**src/rtl/dacuc_pkg.sv**
```systemverilog
// package: register map, field positions and reset values of the dac update control
package dacuc_pkg;
    // ************************************************
    // register byte addresses
    // ************************************************
    localparam logic [3:0] DACUC_ADR_CONTROL   = 4'h0;
    localparam logic [3:0] DACUC_ADR_LOW_BYTE  = 4'h4;
    localparam logic [3:0] DACUC_ADR_HIGH_BYTE = 4'h8;
    localparam logic [3:0] DACUC_ADR_STATUS    = 4'hC;
    // ************************************************
    // control field positions
    // ************************************************
    localparam int DACUC_BIT_ENABLE     = 0;
    localparam int DACUC_BIT_PIN_OE     = 1;
    localparam int DACUC_BIT_LEFT_ALIGN = 2;
    localparam int DACUC_BIT_SEL_LO     = 4;
    localparam int DACUC_BIT_AUTO_TRIG  = 7;
    localparam logic [7:0] DACUC_CONTROL_MASK = 8'hF7;
    // ************************************************
    // widths and reset values
    // ************************************************
    localparam int DACUC_CODE_W = 10;
    localparam int DACUC_NUM_TRIG = 8;
    localparam logic [7:0] DACUC_RST_BYTE = 8'h00;
    localparam logic [9:0] DACUC_RST_CODE = 10'h000;
    localparam logic [3:0] DACUC_CONV_CYCLES = 4'h4;
endpackage

```
**src/rtl/dacuc_top.sv**
```systemverilog
// dac update control: register slave, trigger edge detect and holding register
// How it works
// - converter runs only while enable bit set
// - auto mode loads on selected trigger edge
// - manual mode loads on high byte write
// - three-bit field selects one of eight triggers
// - trigger is raw flag rising edge, unmasked
// - edges during conversion ignored, no relaunch
// - fresh rising edge needed; software clears flag
// - low byte write blocks load until high
// - align bit selects left or right split
// - align change acts from next high write
// - pin enable routes result to output pin only while enable bit set
// - left aligned high write alone updates
// - holding register and input are ten bits
// - hidden holding register; documented byte split
//
// The implementer's own choices: the Wishbone slave port and the register addresses.
`timescale 1ns/1ps
module dacuc_top
    import dacuc_pkg::*;
#(
    parameter int CONV_CYCLES = 4
) (
    // system
    input  wire logic                          clk_i,
    input  wire logic                          rst_i,
    // wishbone slave
    input  wire logic                          cyc_i,
    input  wire logic                          stb_i,
    input  wire logic                          we_i,
    input  wire logic [3:0]                    adr_i,
    input  wire logic [3:0]                    sel_i,
    input  wire logic [31:0]                   dat_i,
    output logic      [31:0]                   dat_o,
    output logic                               ack_o,
    // trigger source flags
    input  wire logic [dacuc_pkg::DACUC_NUM_TRIG-1:0] trig_flags_i,
    // analog core
    output logic      [dacuc_pkg::DACUC_CODE_W-1:0]   code_o,
    output logic                               core_enable_o,
    output logic                               analog_out_pin_enable_o,
    output logic                               convert_o
);
    import dacuc_pkg::*;

    // ************************************************
    // state
    // ************************************************
    typedef struct packed {
        logic [7:0]  dac_control;
        logic [7:0]  input_low_byte;
        logic [7:0]  input_high_byte;
        logic        low_pending;
        logic        align_at_high;
        logic        trig_prev;
        logic [3:0]  conv_cnt;
        logic [9:0]  code;
        logic        convert;
        logic        ack;
        logic [31:0] rdata;
    } dacuc_state_t;

    dacuc_state_t st_r;
    dacuc_state_t st_nxt;

    logic       req;
    logic       wr_ctl;
    logic       wr_low;
    logic       wr_high;
    logic       trig_sel;
    logic       trig_edge;
    logic       busy;
    logic       load;
    logic [9:0] new_code;
    logic [7:0] low_w;
    logic [7:0] high_w;
    logic       left_now;

    // ************************************************
    // next state
    // ************************************************
    always_comb begin
        st_nxt   = st_r;
        req      = cyc_i && stb_i && !st_r.ack;
        wr_ctl   = req && we_i && sel_i[0] && (adr_i == DACUC_ADR_CONTROL);
        wr_low   = req && we_i && sel_i[0] && (adr_i == DACUC_ADR_LOW_BYTE);
        wr_high  = req && we_i && sel_i[0] && (adr_i == DACUC_ADR_HIGH_BYTE);
        left_now = st_r.dac_control[DACUC_BIT_LEFT_ALIGN];
        // unused bits forced to zero on write
        low_w    = left_now ? (dat_i[7:0] & 8'hC0) : dat_i[7:0];
        high_w   = left_now ? dat_i[7:0] : (dat_i[7:0] & 8'h03);
        st_nxt.ack = req;
        st_nxt.rdata = 32'h0000_0000;
        if (req && !we_i) begin
            if (adr_i == DACUC_ADR_CONTROL) begin
                st_nxt.rdata = {24'h00_0000, st_r.dac_control};
            end else if (adr_i == DACUC_ADR_LOW_BYTE) begin
                st_nxt.rdata = {24'h00_0000, st_r.input_low_byte};
            end else if (adr_i == DACUC_ADR_HIGH_BYTE) begin
                st_nxt.rdata = {24'h00_0000, st_r.input_high_byte};
            end else if (adr_i == DACUC_ADR_STATUS) begin
                st_nxt.rdata = {28'h000_0000, st_r.convert, busy, st_r.low_pending, st_r.align_at_high};
            end else begin
                st_nxt.rdata = 32'h0000_0000;
            end
        end
        if (wr_ctl) begin
            st_nxt.dac_control = dat_i[7:0] & DACUC_CONTROL_MASK;
        end
        if (wr_low) begin
            st_nxt.input_low_byte = low_w;
            st_nxt.low_pending    = 1'b1;
        end
        if (wr_high) begin
            st_nxt.input_high_byte = high_w;
            st_nxt.low_pending     = 1'b0;
            st_nxt.align_at_high   = left_now;
        end
        // trigger: raw flag edge of selected source
        trig_sel  = trig_flags_i[st_r.dac_control[DACUC_BIT_AUTO_TRIG-1:DACUC_BIT_SEL_LO]];
        trig_edge = trig_sel && !st_r.trig_prev;
        st_nxt.trig_prev = trig_sel;
        busy = (st_r.conv_cnt != 4'h0);
        // choose load source
        if (st_r.dac_control[DACUC_BIT_AUTO_TRIG]) begin
            load = trig_edge && !busy && !st_r.low_pending;
        end else begin
            load = wr_high;
        end
        // split per alignment latched at last high write
        if (st_r.dac_control[DACUC_BIT_AUTO_TRIG]) begin
            new_code = st_r.align_at_high ? {st_r.input_high_byte, st_r.input_low_byte[7:6]}
                                          : {st_r.input_high_byte[1:0], st_r.input_low_byte};
        end else begin
            new_code = left_now ? {high_w, st_r.input_low_byte[7:6]}
                                : {high_w[1:0], st_r.input_low_byte};
        end
        st_nxt.convert = 1'b0;
        if (busy) begin
            st_nxt.conv_cnt = st_r.conv_cnt - 4'h1;
        end
        if (load) begin
            st_nxt.code = new_code;
            if (st_r.dac_control[DACUC_BIT_ENABLE]) begin
                st_nxt.convert  = 1'b1;
                st_nxt.conv_cnt = 4'(CONV_CYCLES);
            end
        end
        if (!st_r.dac_control[DACUC_BIT_ENABLE]) begin
            st_nxt.conv_cnt = 4'h0;
        end
    end

    // ************************************************
    // registers
    // ************************************************
    always_ff @(posedge clk_i) begin
        if (rst_i) begin
            st_r <= '0;
        end else begin
            st_r <= st_nxt;
        end
    end

    assign dat_o                   = st_r.rdata;
    assign ack_o                   = st_r.ack;
    assign code_o                  = st_r.code;
    assign core_enable_o           = st_r.dac_control[DACUC_BIT_ENABLE];
    assign analog_out_pin_enable_o = st_r.dac_control[DACUC_BIT_ENABLE] && st_r.dac_control[DACUC_BIT_PIN_OE];
    assign convert_o               = st_r.convert;

    // ************************************************
    // assertions
    // ************************************************
    AST_DISABLED_NO_CONVERT: assert property (@(posedge clk_i) disable iff (rst_i)
        convert_o |-> core_enable_o) else $error("conversion while disabled");
    AST_AUTO_EDGE_LOAD: assert property (@(posedge clk_i) disable iff (rst_i)
        (st_r.dac_control[7] && st_r.dac_control[0] && trig_edge && !busy && !st_r.low_pending)
        |=> convert_o) else $error("trigger edge did not launch");
    AST_MANUAL_HIGH_LOAD: assert property (@(posedge clk_i) disable iff (rst_i)
        (!st_r.dac_control[7] && wr_high) |=> (code_o == $past(new_code))) else $error("high write no load");
    AST_BUSY_IGNORE: assert property (@(posedge clk_i) disable iff (rst_i)
        (st_r.dac_control[7] && busy) |=> !convert_o) else $error("edge taken during conversion");
    AST_NO_LEVEL_RETRIGGER: assert property (@(posedge clk_i) disable iff (rst_i)
        (st_r.dac_control[7] && st_r.trig_prev) |-> !load) else $error("level retrigger");
    AST_LOW_BLOCKS: assert property (@(posedge clk_i) disable iff (rst_i)
        (st_r.dac_control[7] && st_r.low_pending) |=> $stable(code_o)) else $error("load while low pending");
    AST_PIN_ROUTE: assert property (@(posedge clk_i) disable iff (rst_i)
        analog_out_pin_enable_o |-> st_r.dac_control[1]) else $error("pin driven while off");
    AST_RESERVED_ZERO: assert property (@(posedge clk_i) disable iff (rst_i)
        st_r.dac_control[3] == 1'b0 ##1 st_r.dac_control[3] == 1'b0) else $error("reserved bit set");
    AST_ACK_ONE_CYCLE: assert property (@(posedge clk_i) disable iff (rst_i)
        ack_o |=> !ack_o) else $error("ack longer than one cycle");
    COV_AUTO_LOAD: cover property (@(posedge clk_i) disable iff (rst_i) st_r.dac_control[7] && load);
    COV_MANUAL_LOAD: cover property (@(posedge clk_i) disable iff (rst_i) !st_r.dac_control[7] && load);
    COV_BUSY_EDGE: cover property (@(posedge clk_i) disable iff (rst_i) busy && trig_edge);
    COV_LEFT_HIGH: cover property (@(posedge clk_i) disable iff (rst_i) wr_high && left_now);

endmodule // dacuc_top

```
**config.mk**
```make
export PLATFORM = sky130hd
export DESIGN_NAME = dacuc_top
export DESIGN_NICKNAME = d
export VERILOG_FILES = /design/src/rtl/dacuc_pkg.sv /design/src/rtl/dacuc_top.sv
export SDC_FILE = /design/constraint.sdc
export NUM_CORES = 1
export LEC_CHECK = 0
export ABC_AREA = 0
export BUFFER_PORTS_ARGS = -buffer_cell sky130_fd_sc_hd__buf_2
export CAP_MARGIN = 20
export CELL_PAD_IN_SITES_DETAIL_PLACEMENT = 0
export CELL_PAD_IN_SITES_GLOBAL_PLACEMENT = 1
export CORE_MARGIN = 2
export CORE_UTILIZATION = 39
export CTS_CLUSTER_SIZE = 14
export DETAILED_ROUTE_END_ITERATION = 7
export GPL_ROUTABILITY_DRIVEN = 0
export PLACE_DENSITY_LB_ADDON = 0.1
export SLEW_MARGIN = 40
export SYNTH_ARGS = -nofsm -noshare
export SYNTH_HDL_FRONTEND = slang
export SYNTH_SLANG_ARGS = --single-unit
```
**constraint.sdc**
```tcl
create_clock -name clk_i -period 5.4 [get_ports clk_i]
set_input_delay 1.08 -clock clk_i [delete_from_list [all_inputs] [get_ports clk_i]]
set_output_delay 1.08 -clock clk_i [all_outputs]
set_load 0.03 [all_outputs]
```
==> flow_summary.yaml, run 1 <==
status:
  outcome: "finished, final reports clean"
worst_setup_path:
  worstPathMaxFanout: 13
  end_kind: "flip-flop"
  worstPathArrival_ps: 2740
  critical_path_required_ps: 5570
  worst_setup_path_start_kind: "primary input"
  worst-setup-path-type: "primary input to flip-flop"
sta:
  finClkSkew_ps: 5.23
  post-route-period-util: 0.475
  tightestPinTransition_ps: 775
  timing.fmax_mhz: 390
  final_period_minus_worst_setup_slack_ps: 2570
  final-hold-violation-count: 0
  slew_violations: 0
  totalNegativeSetupSlack_ps: 0
  hold-worst-slack_ps: 471
  max-slew-margin-rel: 0.483
  final-setup-viol-count: 0
  rsz0062_at_grt: "false"
  final.setup.worst_slack_ps: 2830
cells_and_area:
  utilization: 0.428
  final_net_count: 386
  layout-drive-gt1-share: 0.207
  footprint_of_the_multi_input_gates_sq_mm: 0.00146
  n_antenna_cell: 0
  final.fill_count: 724
  sequential_cell_area_sq_mm: 0.00100
  instances_no_fill: 429
  syn2layout_area_growth_pct: 5.19
yosys:
  netlist_instances: 317
  post_synth.cell_area_avg_sq_um: 8.82
  ys_warn_count: 0
  ys_seq_elements: 50
  synth_sequential_area_ratio: 0.358
  synth_area_sq_mm: 0.00280
  post_synthesis_cell_type_count: 42
clock_network:
  htreeDepth: 2
  clock_sinks: 50
  path_clk_slew_ps: 90
  clock_tree.buffer_depth: 2
  tritoncts.num_buffers: 5
  post_cts_buffers: 0
  tritoncts_clock_tree: "yes"
  ctsRootBufferMaster: "sky130_fd_sc_hd__clkbuf_8"
  clock_latency_ps: 300
  post_cts_hold_buffer_count: 0
  cts-resized-gates: 0
routing:
  initialDrtViolationCount: 109
  postRouteAntennaNets: 0
  wl_um: 6650
  detailedRoute.firstPassIterationCount: 4
  detailroute.via_count: 2207
  avgRoutedWirePerCell_um: 15.5
  via_count_normalized_by_instance_count: 5.14
  drc_errors: 0
place:
  placement_stage_worst_setup_slack_ps: 2480
  number_of_placed_cells_counting_well_taps: 421
  io_buffers: 47
  place_hpwl_um: 4760
grt:
  gr-usage-all-layers: 0.172
  grt_start_max_net_pins: 40
  wire_length_of_the_first_global_routing_pass_um: 10400
  via_count_of_the_first_global_routing_pass: 1975
  grt_antenna_before_repair: 0
  globalRoute.totalOverflow: 0
floorplan:
  die_height_um: 88.7
  die_x_um: 88.7
  ioPinCount: 99
  floorplan.initialDensity: 0.407
  placementRows: 30
  core_region_area_sq_mm: 0.00687
  design.die.area_sq_mm: 0.00786
worst_hold_path:
  worst_hold_path_type: "flip-flop to flip-flop"
power:
  worst_ir_drop_vdd_mv: 0.0818
  power.leakage_uw: 0.00111
  power.density_mw_per_mm2: 234
run:
  maxCapViolations: 0
-- cells in the final DEF, fill, tap and decap left out, drive strengths merged, types with 4 or more instances in the layout --
master    n
o311ai    4
nand3b   10
o2111ai   8
nand2    26
conb     24
clkbuf    8
and3      5
a21oi    25
a221oi    4
nor2     22
buf      47
nor3      8
or3       4
or4       5
mux2i    31
nand3    20
dfxtp    50
a211oi    6
-- worst paths after layout --
kind | depth (start not counted) | to | slack (ps) | startpoint
worst max register to register | 4 | code_o[4] | 3050 | st_r[74]
worst max-delay path | 5 | code_o[5] | 2830 | adr_i[3]
worst min-delay path | 2 | st_r[54] | 470 | st_r[54]
worst min register to register | 2 | st_r[54] | 470 | st_r[54]
-- registers in the layout, indices dropped and copies added, names as in the netlist --
register and count:
st_r 28, code_o 10, dat_o 8, ack_o 1, convert_o 1, core_enable_o 1, left_now 1
-- through the flow --
step	power, uW	instance area [sq um]
2_1_floorplan	437	2880
3_3_place_gp	441	2830
3_5_place_dp	442	2830
4_1_cts	694	2940
5_1_grt	714	2940
6_report	689	2940
-- cell usage after synthesis, drive strengths merged --
master / instances / area [sq um]
mux2i: 31 / 314
and2: 3 / 18.8
or3: 4 / 25.0
a31oi: 1 / 6.26
nor4: 1 / 12.5
and3: 5 / 31.3
a21oi: 25 / 125
nor3b: 1 / 18.8
nor3: 8 / 61.3
or3b: 1 / 8.76
nor2b: 3 / 18.8
nand3: 20 / 100
nand2b: 1 / 6.26
mux4: 2 / 45.0
buf: 50 / 362
and4: 1 / 8.76
nand3b: 10 / 75.1
nor2: 22 / 82.6
a221oi: 4 / 35.0
a211oi: 6 / 45.0
or4: 5 / 41.3
o22ai: 2 / 12.5
xnor2: 1 / 8.76
o21ai: 3 / 18.8
nand2: 26 / 97.6
conb: 1 / 3.75
o311ai: 4 / 50.1
o2111ai: 8 / 70.1
clkbuf: 12 / 45.0
dfxtp: 50 / 1000
mux2: 2 / 22.5
inv: 3 / 11.3
ha: 1 / 12.5
-- report_power, final --
group	switching (uW)	internal, uW	total [uW]
registers	0.743	369	370
clock network	126	130	256
logic	49.8	13.4	63.2
-- kinds of logic after synthesis --
| kind of cell | Yosys count | synth area share |
|---|---|---|
| AO/OA/AOI/OAI | 53 | 0.130 |
| XOR/XNOR | 1 | 0.00313 |
| adder cells (fa/ha/maj) | 1 | 0.00448 |
| buffers and inverters | 65 | 0.150 |
| flip-flops | 50 | 0.358 |
| multiplexers | 35 | 0.137 |
| other | 1 | 0.00134 |
| AND/OR/NAND/NOR | 111 | 0.217 |
-- final cells by class --
class	instances	area share
inverters	3	0.00383
well taps	96	0.0409
multi-input cells	225	0.497
flip-flops and latches	50	0.340
repair buffers	47	0.0800
clock buffers	8	0.0374
-- metal layers --
layer  GRT usage  share of wire  vias to the layer above  routed length (um)
li1            -              -                     1099                   -
met1       0.242           0.49                     1062                3260
met2       0.277           0.47                       43                3110
met3      0.0336          0.037                        3                 246
met4      0.0331         0.0041                        0                  27
met5           0              0                        -                   0
-- critical path, stage by stage --
cell and delay (ps):
sky130_fd_sc_hd__buf_2 270, sky130_fd_sc_hd__or3b_1 510, sky130_fd_sc_hd__or4_4 570, sky130_fd_sc_hd__o2111ai_1 170, sky130_fd_sc_hd__o311ai_2 130
Note: power is estimated with default switching activity, not from simulation.
==> run 2, diff against run 1 <==
--- a/config.mk
+++ b/config.mk
@@ -11,7 +11,7 @@
 export CELL_PAD_IN_SITES_DETAIL_PLACEMENT = 0
 export CELL_PAD_IN_SITES_GLOBAL_PLACEMENT = 1
 export CORE_MARGIN = 2
-export CORE_UTILIZATION = 39
+export CORE_UTILIZATION = 33
 export CTS_CLUSTER_SIZE = 14
 export DETAILED_ROUTE_END_ITERATION = 7
 export GPL_ROUTABILITY_DRIVEN = 0
==> constraint.sdc (replaced) <==
create_clock -name clk_i -period 2.2 [get_ports clk_i]
set_input_delay 0.44 -clock clk_i [delete_from_list [all_inputs] [get_ports clk_i]]
set_output_delay 0.44 -clock clk_i [all_outputs]
set_load 0.03 [all_outputs]
==> run 2 against run 1 <==
Effect of this change:
- power grew to 2.5 times the previous value
- worst hold slack lost 68 ps
- largest power group unchanged
- clock skew grew 7.5 ps
- count of clock-buffer cells in the layout shrank 1
- sequential power grew 150%
- cell count grew 6.5%
- largest cell class unchanged
- global-route usage shrank 0.80 points
- routed wire length grew 9.1%
- critical endpoint unchanged
==> flow_summary.yaml, run 2 (synthesis gave the netlist of run 1 again) <==
place:
  place_hpwl_um: 5380
  post_dp_cell_area_sq_mm: 0.00300
  io_buffers: 47
  number_of_placed_cells_counting_well_taps: 449
  placement_stage_worst_setup_slack_ps: 193
worst_setup_path:
  worst_setup_path_start_kind: "flip-flop"
  r2r_start: "st_r[44]"
  worstPathArrival_ps: 2090
  series_of_cell_instances_along_the_critical_path: "inv_1, ha_1, nor3b_4, nand3_1, or4_1, o311ai_2"
  crit_buf_inv: 1
  worstPathMaxFanout: 9
  critical_path_required_ps: 2410
  critical_path.top_delay_family: "simple AND/OR/NAND/NOR gates"
  worst-setup-path-type: "flip-flop to flip-flop"
  end_kind: "flip-flop"
  crit_start: "st_r[44]"
  timing.critical_path.slowest_cell_delay_ps: 570
  crit_slowest_cell: "sky130_fd_sc_hd__or4_1"
power:
  power.density_mw_per_mm2: 556
  power.leakage_uw: 0.00121
  worst_ir_drop_vdd_mv: 0.217
  power_uw: 1730
routing:
  initialDrtViolationCount: 91
  detailedRoute.firstPassIterationCount: 4
  detailroute.via_count: 2237
  via_count_normalized_by_instance_count: 4.89
  wl_um: 7250
  postRouteAntennaNets: 0
  drc_errors: 0
  avgRoutedWirePerCell_um: 15.9
cells_and_area:
  largest_register_ffs: 28
  syn2layout_area_growth_pct: 11.0
  most_common_library_cell_in_the_layout_ignoring_fill_and_taps: "sky130_fd_sc_hd__dfxtp_1"
  final.fill_count: 898
  postLayoutCellArea_sq_mm: 0.00310
  instances_no_fill: 457
  regMostFlops: "st_r"
  final_cell_mix: "sky130_fd_sc_hd__dfxtp_1 (50), sky130_fd_sc_hd__buf_2 (47), sky130_fd_sc_hd__mux2i_1 (30), sky130_fd_sc_hd__nand2_1 (26), sky130_fd_sc_hd__a21oi_1 (25)"
  final_net_count: 405
  layout-drive-gt1-share: 0.244
  n_antenna_cell: 0
floorplan:
  ioPinCount: 99
  placementRows: 33
  design.die.area_sq_mm: 0.00922
  core_region_area_sq_mm: 0.00822
  die_x_um: 96.0
  floorplan.initialDensity: 0.340
  die_height_um: 96.0
clock_network:
  post_cts_hold_buffer_count: 0
  path_clk_slew_ps: 100
  clock_sinks: 50
  clock_latency_ps: 310
  htreeDepth: 2
  tritoncts.num_buffers: 5
  ctsRootBufferMaster: "sky130_fd_sc_hd__clkbuf_8"
  tritoncts_clock_tree: "yes"
  post_cts_buffers: 0
  cts-resized-gates: 0
  clock_tree.buffer_depth: 2
sta:
  post-route-period-util: 0.854
  totalNegativeSetupSlack_ps: 0
  final.setup.worst_slack_ps: 321
  slew_violations: 0
  final-setup-viol-count: 0
  finClkSkew_ps: 12.7
  final-hold-violation-count: 0
  timing.fmax_mhz: 532
  max-slew-margin-rel: 0.647
  rsz0062_at_grt: "false"
  tightestPinTransition_ps: 529
  final_period_minus_worst_setup_slack_ps: 1880
grt:
  via_count_of_the_first_global_routing_pass: 2044
  wire_length_of_the_first_global_routing_pass_um: 11300
  globalRoute.totalOverflow: 0
  gr-usage-all-layers: 0.164
  grt_antenna_before_repair: 0
  grt_start_max_net_pins: 28
worst_hold_path:
  hp-start: "dat_i[6]"
  worst_hold_path_type: "primary input to flip-flop"
status:
  outcome: "finished, final reports clean"
run:
  maxCapViolations: 0
run 2: cell count changes in the layout (fill, tap and decap cells not counted):
cell | previous run | this run
sky130_fd_sc_hd__clkbuf_8 | 8 | 5
sky130_fd_sc_hd__buf_12 | 0 | 1
sky130_fd_sc_hd__clkbuf_1 | 0 | 2
sky130_fd_sc_hd__bufinv_16 | 0 | 1
sky130_fd_sc_hd__buf_4 | 0 | 18
run 2: where the power goes:
group          internal (uW)  switching [uW]  leakage [uW]
Clock                    341             311     0.0000524
Sequential               907            1.65      0.000403
Combinational           41.2             125      0.000751
run 2: stage by stage:
step            util  hold slack, ps
6_report       0.378             404
5_1_grt        0.378             422
4_1_cts        0.378             400
3_5_place_dp   0.365             469
3_3_place_gp   0.365             461
2_1_floorplan      -             441
run 2: worst paths after layout:
check        depth (start not counted)  slack, ps   endpoint
max reg2reg                          6        320  code_o[5]
max                                  6        320  code_o[5]
min                                  3        400   st_r[65]
min reg2reg                          2        480   st_r[59]
run 2: layer usage:
metal	track usage	part of all wire	vias to the layer above
met1	0.248	0.49	1035
met2	0.245	0.45	59
li1	-	-	1139
met4	0.0321	0.0072	0
met3	0.0274	0.045	4
met5	0	0	-
run 2: final cells by class:
| class | instances | area (sq um) | share of cell area |
|---|---|---|---|
| Clock buffer | 7 | 76.3 | 0.0246 |
| Clock inverter | 1 | 30.0 | 0.00968 |
| Inverter | 3 | 11.3 | 0.00363 |
| Multi-Input combinational cell | 225 | 1460 | 0.471 |
| Sequential cell | 50 | 1000 | 0.323 |
| Tap cell | 105 | 131 | 0.0423 |
| Timing Repair Buffer | 66 | 390 | 0.126 |
run 2: worst register-to-register path, stage by stage, from the launching register on:
cell,delay (ps)
sky130_fd_sc_hd__dfxtp_1,320
sky130_fd_sc_hd__inv_1,80
sky130_fd_sc_hd__ha_1,210
sky130_fd_sc_hd__nor3b_4,230
sky130_fd_sc_hd__nand3_1,280
sky130_fd_sc_hd__or4_1,570
sky130_fd_sc_hd__o311ai_2,90
==> run 3, diff against run 2 <==
--- a/config.mk
+++ b/config.mk
@@ -12,10 +12,12 @@
 export CELL_PAD_IN_SITES_GLOBAL_PLACEMENT = 1
 export CORE_MARGIN = 2
 export CORE_UTILIZATION = 33
+export CTS_BUF_LIST = sky130_fd_sc_hd__clkbuf_8 sky130_fd_sc_hd__clkbuf_16
 export CTS_CLUSTER_SIZE = 14
 export DETAILED_ROUTE_END_ITERATION = 7
 export GPL_ROUTABILITY_DRIVEN = 0
 export PLACE_DENSITY_LB_ADDON = 0.1
+export SETUP_SLACK_MARGIN = 0.3
 export SLEW_MARGIN = 40
 export SYNTH_ARGS = -nofsm -noshare
 export SYNTH_HDL_FRONTEND = slang
==> run 3 against run 2 <==
Effect of this change:
- global-route usage shrank 0.20 points
- maximum frequency increased by 4.8%
- highest routed layer unchanged
- final area is 0.16% lower
- sequential share of layout area increased by 0.13 points
- clock power down 21%
- largest power group unchanged
- power decreased by 7.7%
- non-clock buffer count down 2
- sequential power barely moved
- largest cell class unchanged
- setup slack improved by 86 ps
- cell count fell by 0.66%
==> flow_summary.yaml, run 3 (synthesis gave the netlist of run 1 again) <==
status:
  outcome: "finished, final reports clean"
sta:
  slew_violations: 0
  totalNegativeSetupSlack_ps: 0
  final-setup-viol-count: 0
  max-slew-margin-rel: 0.628
  post-route-period-util: 0.815
  hold-worst-slack_ps: 409
  final.setup.worst_slack_ps: 406
  finClkSkew_ps: 7.93
  final-hold-violation-count: 0
  tightestPinTransition_ps: 558
  rsz0062_at_grt: "false"
  timing.fmax_mhz: 557
  final_period_minus_worst_setup_slack_ps: 1790
power:
  power_uw: 1590
  power.leakage_uw: 0.00119
  power.density_mw_per_mm2: 514
  worst_ir_drop_vdd_mv: 0.210
grt:
  globalRoute.totalOverflow: 0
  gr-usage-all-layers: 0.162
  grt_start_max_net_pins: 25
  wire_length_of_the_first_global_routing_pass_um: 11200
  via_count_of_the_first_global_routing_pass: 1999
  grt_antenna_before_repair: 0
floorplan:
  die_height_um: 96.0
  placementRows: 33
  die_x_um: 96.0
  floorplan.initialDensity: 0.340
  design.die.area_sq_mm: 0.00922
  ioPinCount: 99
  core_region_area_sq_mm: 0.00822
clock_network:
  clock_latency_ps: 300
  post_cts_buffers: 0
  tritoncts.num_buffers: 5
  path_clk_slew_ps: 90
  clock_sinks: 50
  ctsRootBufferMaster: "sky130_fd_sc_hd__clkbuf_8"
  tritoncts_clock_tree: "yes"
  htreeDepth: 2
  post_cts_hold_buffer_count: 0
  clock_tree.buffer_depth: 2
worst_setup_path:
  series_of_cell_instances_along_the_critical_path: "mux2i_1, buf_4, a221oi_1, or4_1, o311ai_2"
  worst_setup_path_start_kind: "flip-flop"
  worst-setup-path-type: "flip-flop to flip-flop"
  reg2regPathDepth: 5
  critical_path_required_ps: 2380
  timing.critical_path.slowest_cell_delay_ps: 570
  worstPathArrival_ps: 1970
  crit_slowest_cell: "sky130_fd_sc_hd__dfxtp_1"
  worstPathMaxFanout: 11
  end_kind: "flip-flop"
worst_hold_path:
  worst_hold_path_type: "primary input to flip-flop"
  hold_depth: 3
cells_and_area:
  layout-drive-gt1-share: 0.258
  largest_register_ffs: 28
  final_cell_mix: "sky130_fd_sc_hd__dfxtp_1 (48), sky130_fd_sc_hd__buf_2 (47), sky130_fd_sc_hd__mux2i_1 (30), sky130_fd_sc_hd__nand2_1 (26), sky130_fd_sc_hd__a21oi_1 (25)"
  final.fill_count: 880
  sequential_cell_area_sq_mm: 0.00100
  syn2layout_area_growth_pct: 10.8
  n_antenna_cell: 0
  final_net_count: 403
  footprint_of_the_multi_input_gates_sq_mm: 0.00150
  most_common_library_cell_in_the_layout_ignoring_fill_and_taps: "sky130_fd_sc_hd__dfxtp_1"
  regMostFlops: "st_r"
routing:
  initialDrtViolationCount: 97
  detailedRoute.firstPassIterationCount: 4
  via_count_normalized_by_instance_count: 4.97
  wl_um: 7150
  avgRoutedWirePerCell_um: 15.7
  drc_errors: 0
  postRouteAntennaNets: 0
  detailroute.via_count: 2257
place:
  io_buffers: 47
  placement_stage_worst_setup_slack_ps: 192
  place_hpwl_um: 5300
run:
  maxCapViolations: 0
==> run 3: area by class of cell <==
cell class,instances,area share
flip-flops and latches,50,0.324
multi-input cells,225,0.484
clock inverters,2,0.00242
repair buffers,64,0.121
well taps,105,0.0424
clock buffers,5,0.0222
inverters,3,0.00363
==> run 3: path summary, 6_finish.rpt <==
check	startpoint	to	slack, ps
max reg2reg	left_now	code_o[4]	410
max	left_now	code_o[4]	410
min reg2reg	st_r[59]	st_r[59]	480
min	dat_i[7]	st_r[66]	410
==> run 3: report_power, final <==
group / switching, uW / internal [uW]
Clock: 306 / 211
Combinational: 126 / 41.5
Sequential: 1.64 / 907
==> run 3: per-layer routing <==
metal | vias up | part of all wire | track usage
li1 | 1135 | - | -
met1 | 1074 | 0.50 | 0.235
met2 | 40 | 0.45 | 0.247
met3 | 8 | 0.031 | 0.0352
met4 | 0 | 0.012 | 0.0321
met5 | - | 0 | 0
==> run 3: worst max-delay path, delay by kind of cell, from the launching register on <==
kind	cells	cell delay, ps
mux	1	120
compound gates	2	590
buf+inv	1	180
flops	1	570
simple gates	1	210
==> run 3: through the flow <==
stage	cells	cell area, sq um	utilization
floorplan	340	2910	-
global placement	447	3010	0.366
detailed placement	447	3010	0.366
CTS	454	3090	0.376
global route	454	3100	0.377
finish	454	3100	0.377
==> run 3: repair_timing <==
action                                 in CTS  in global routing
resized for setup                           1                  3
endpoints found under the hold margin       0                  0
setup endpoints to repair                   4                  7
pin swaps                                   0                  0
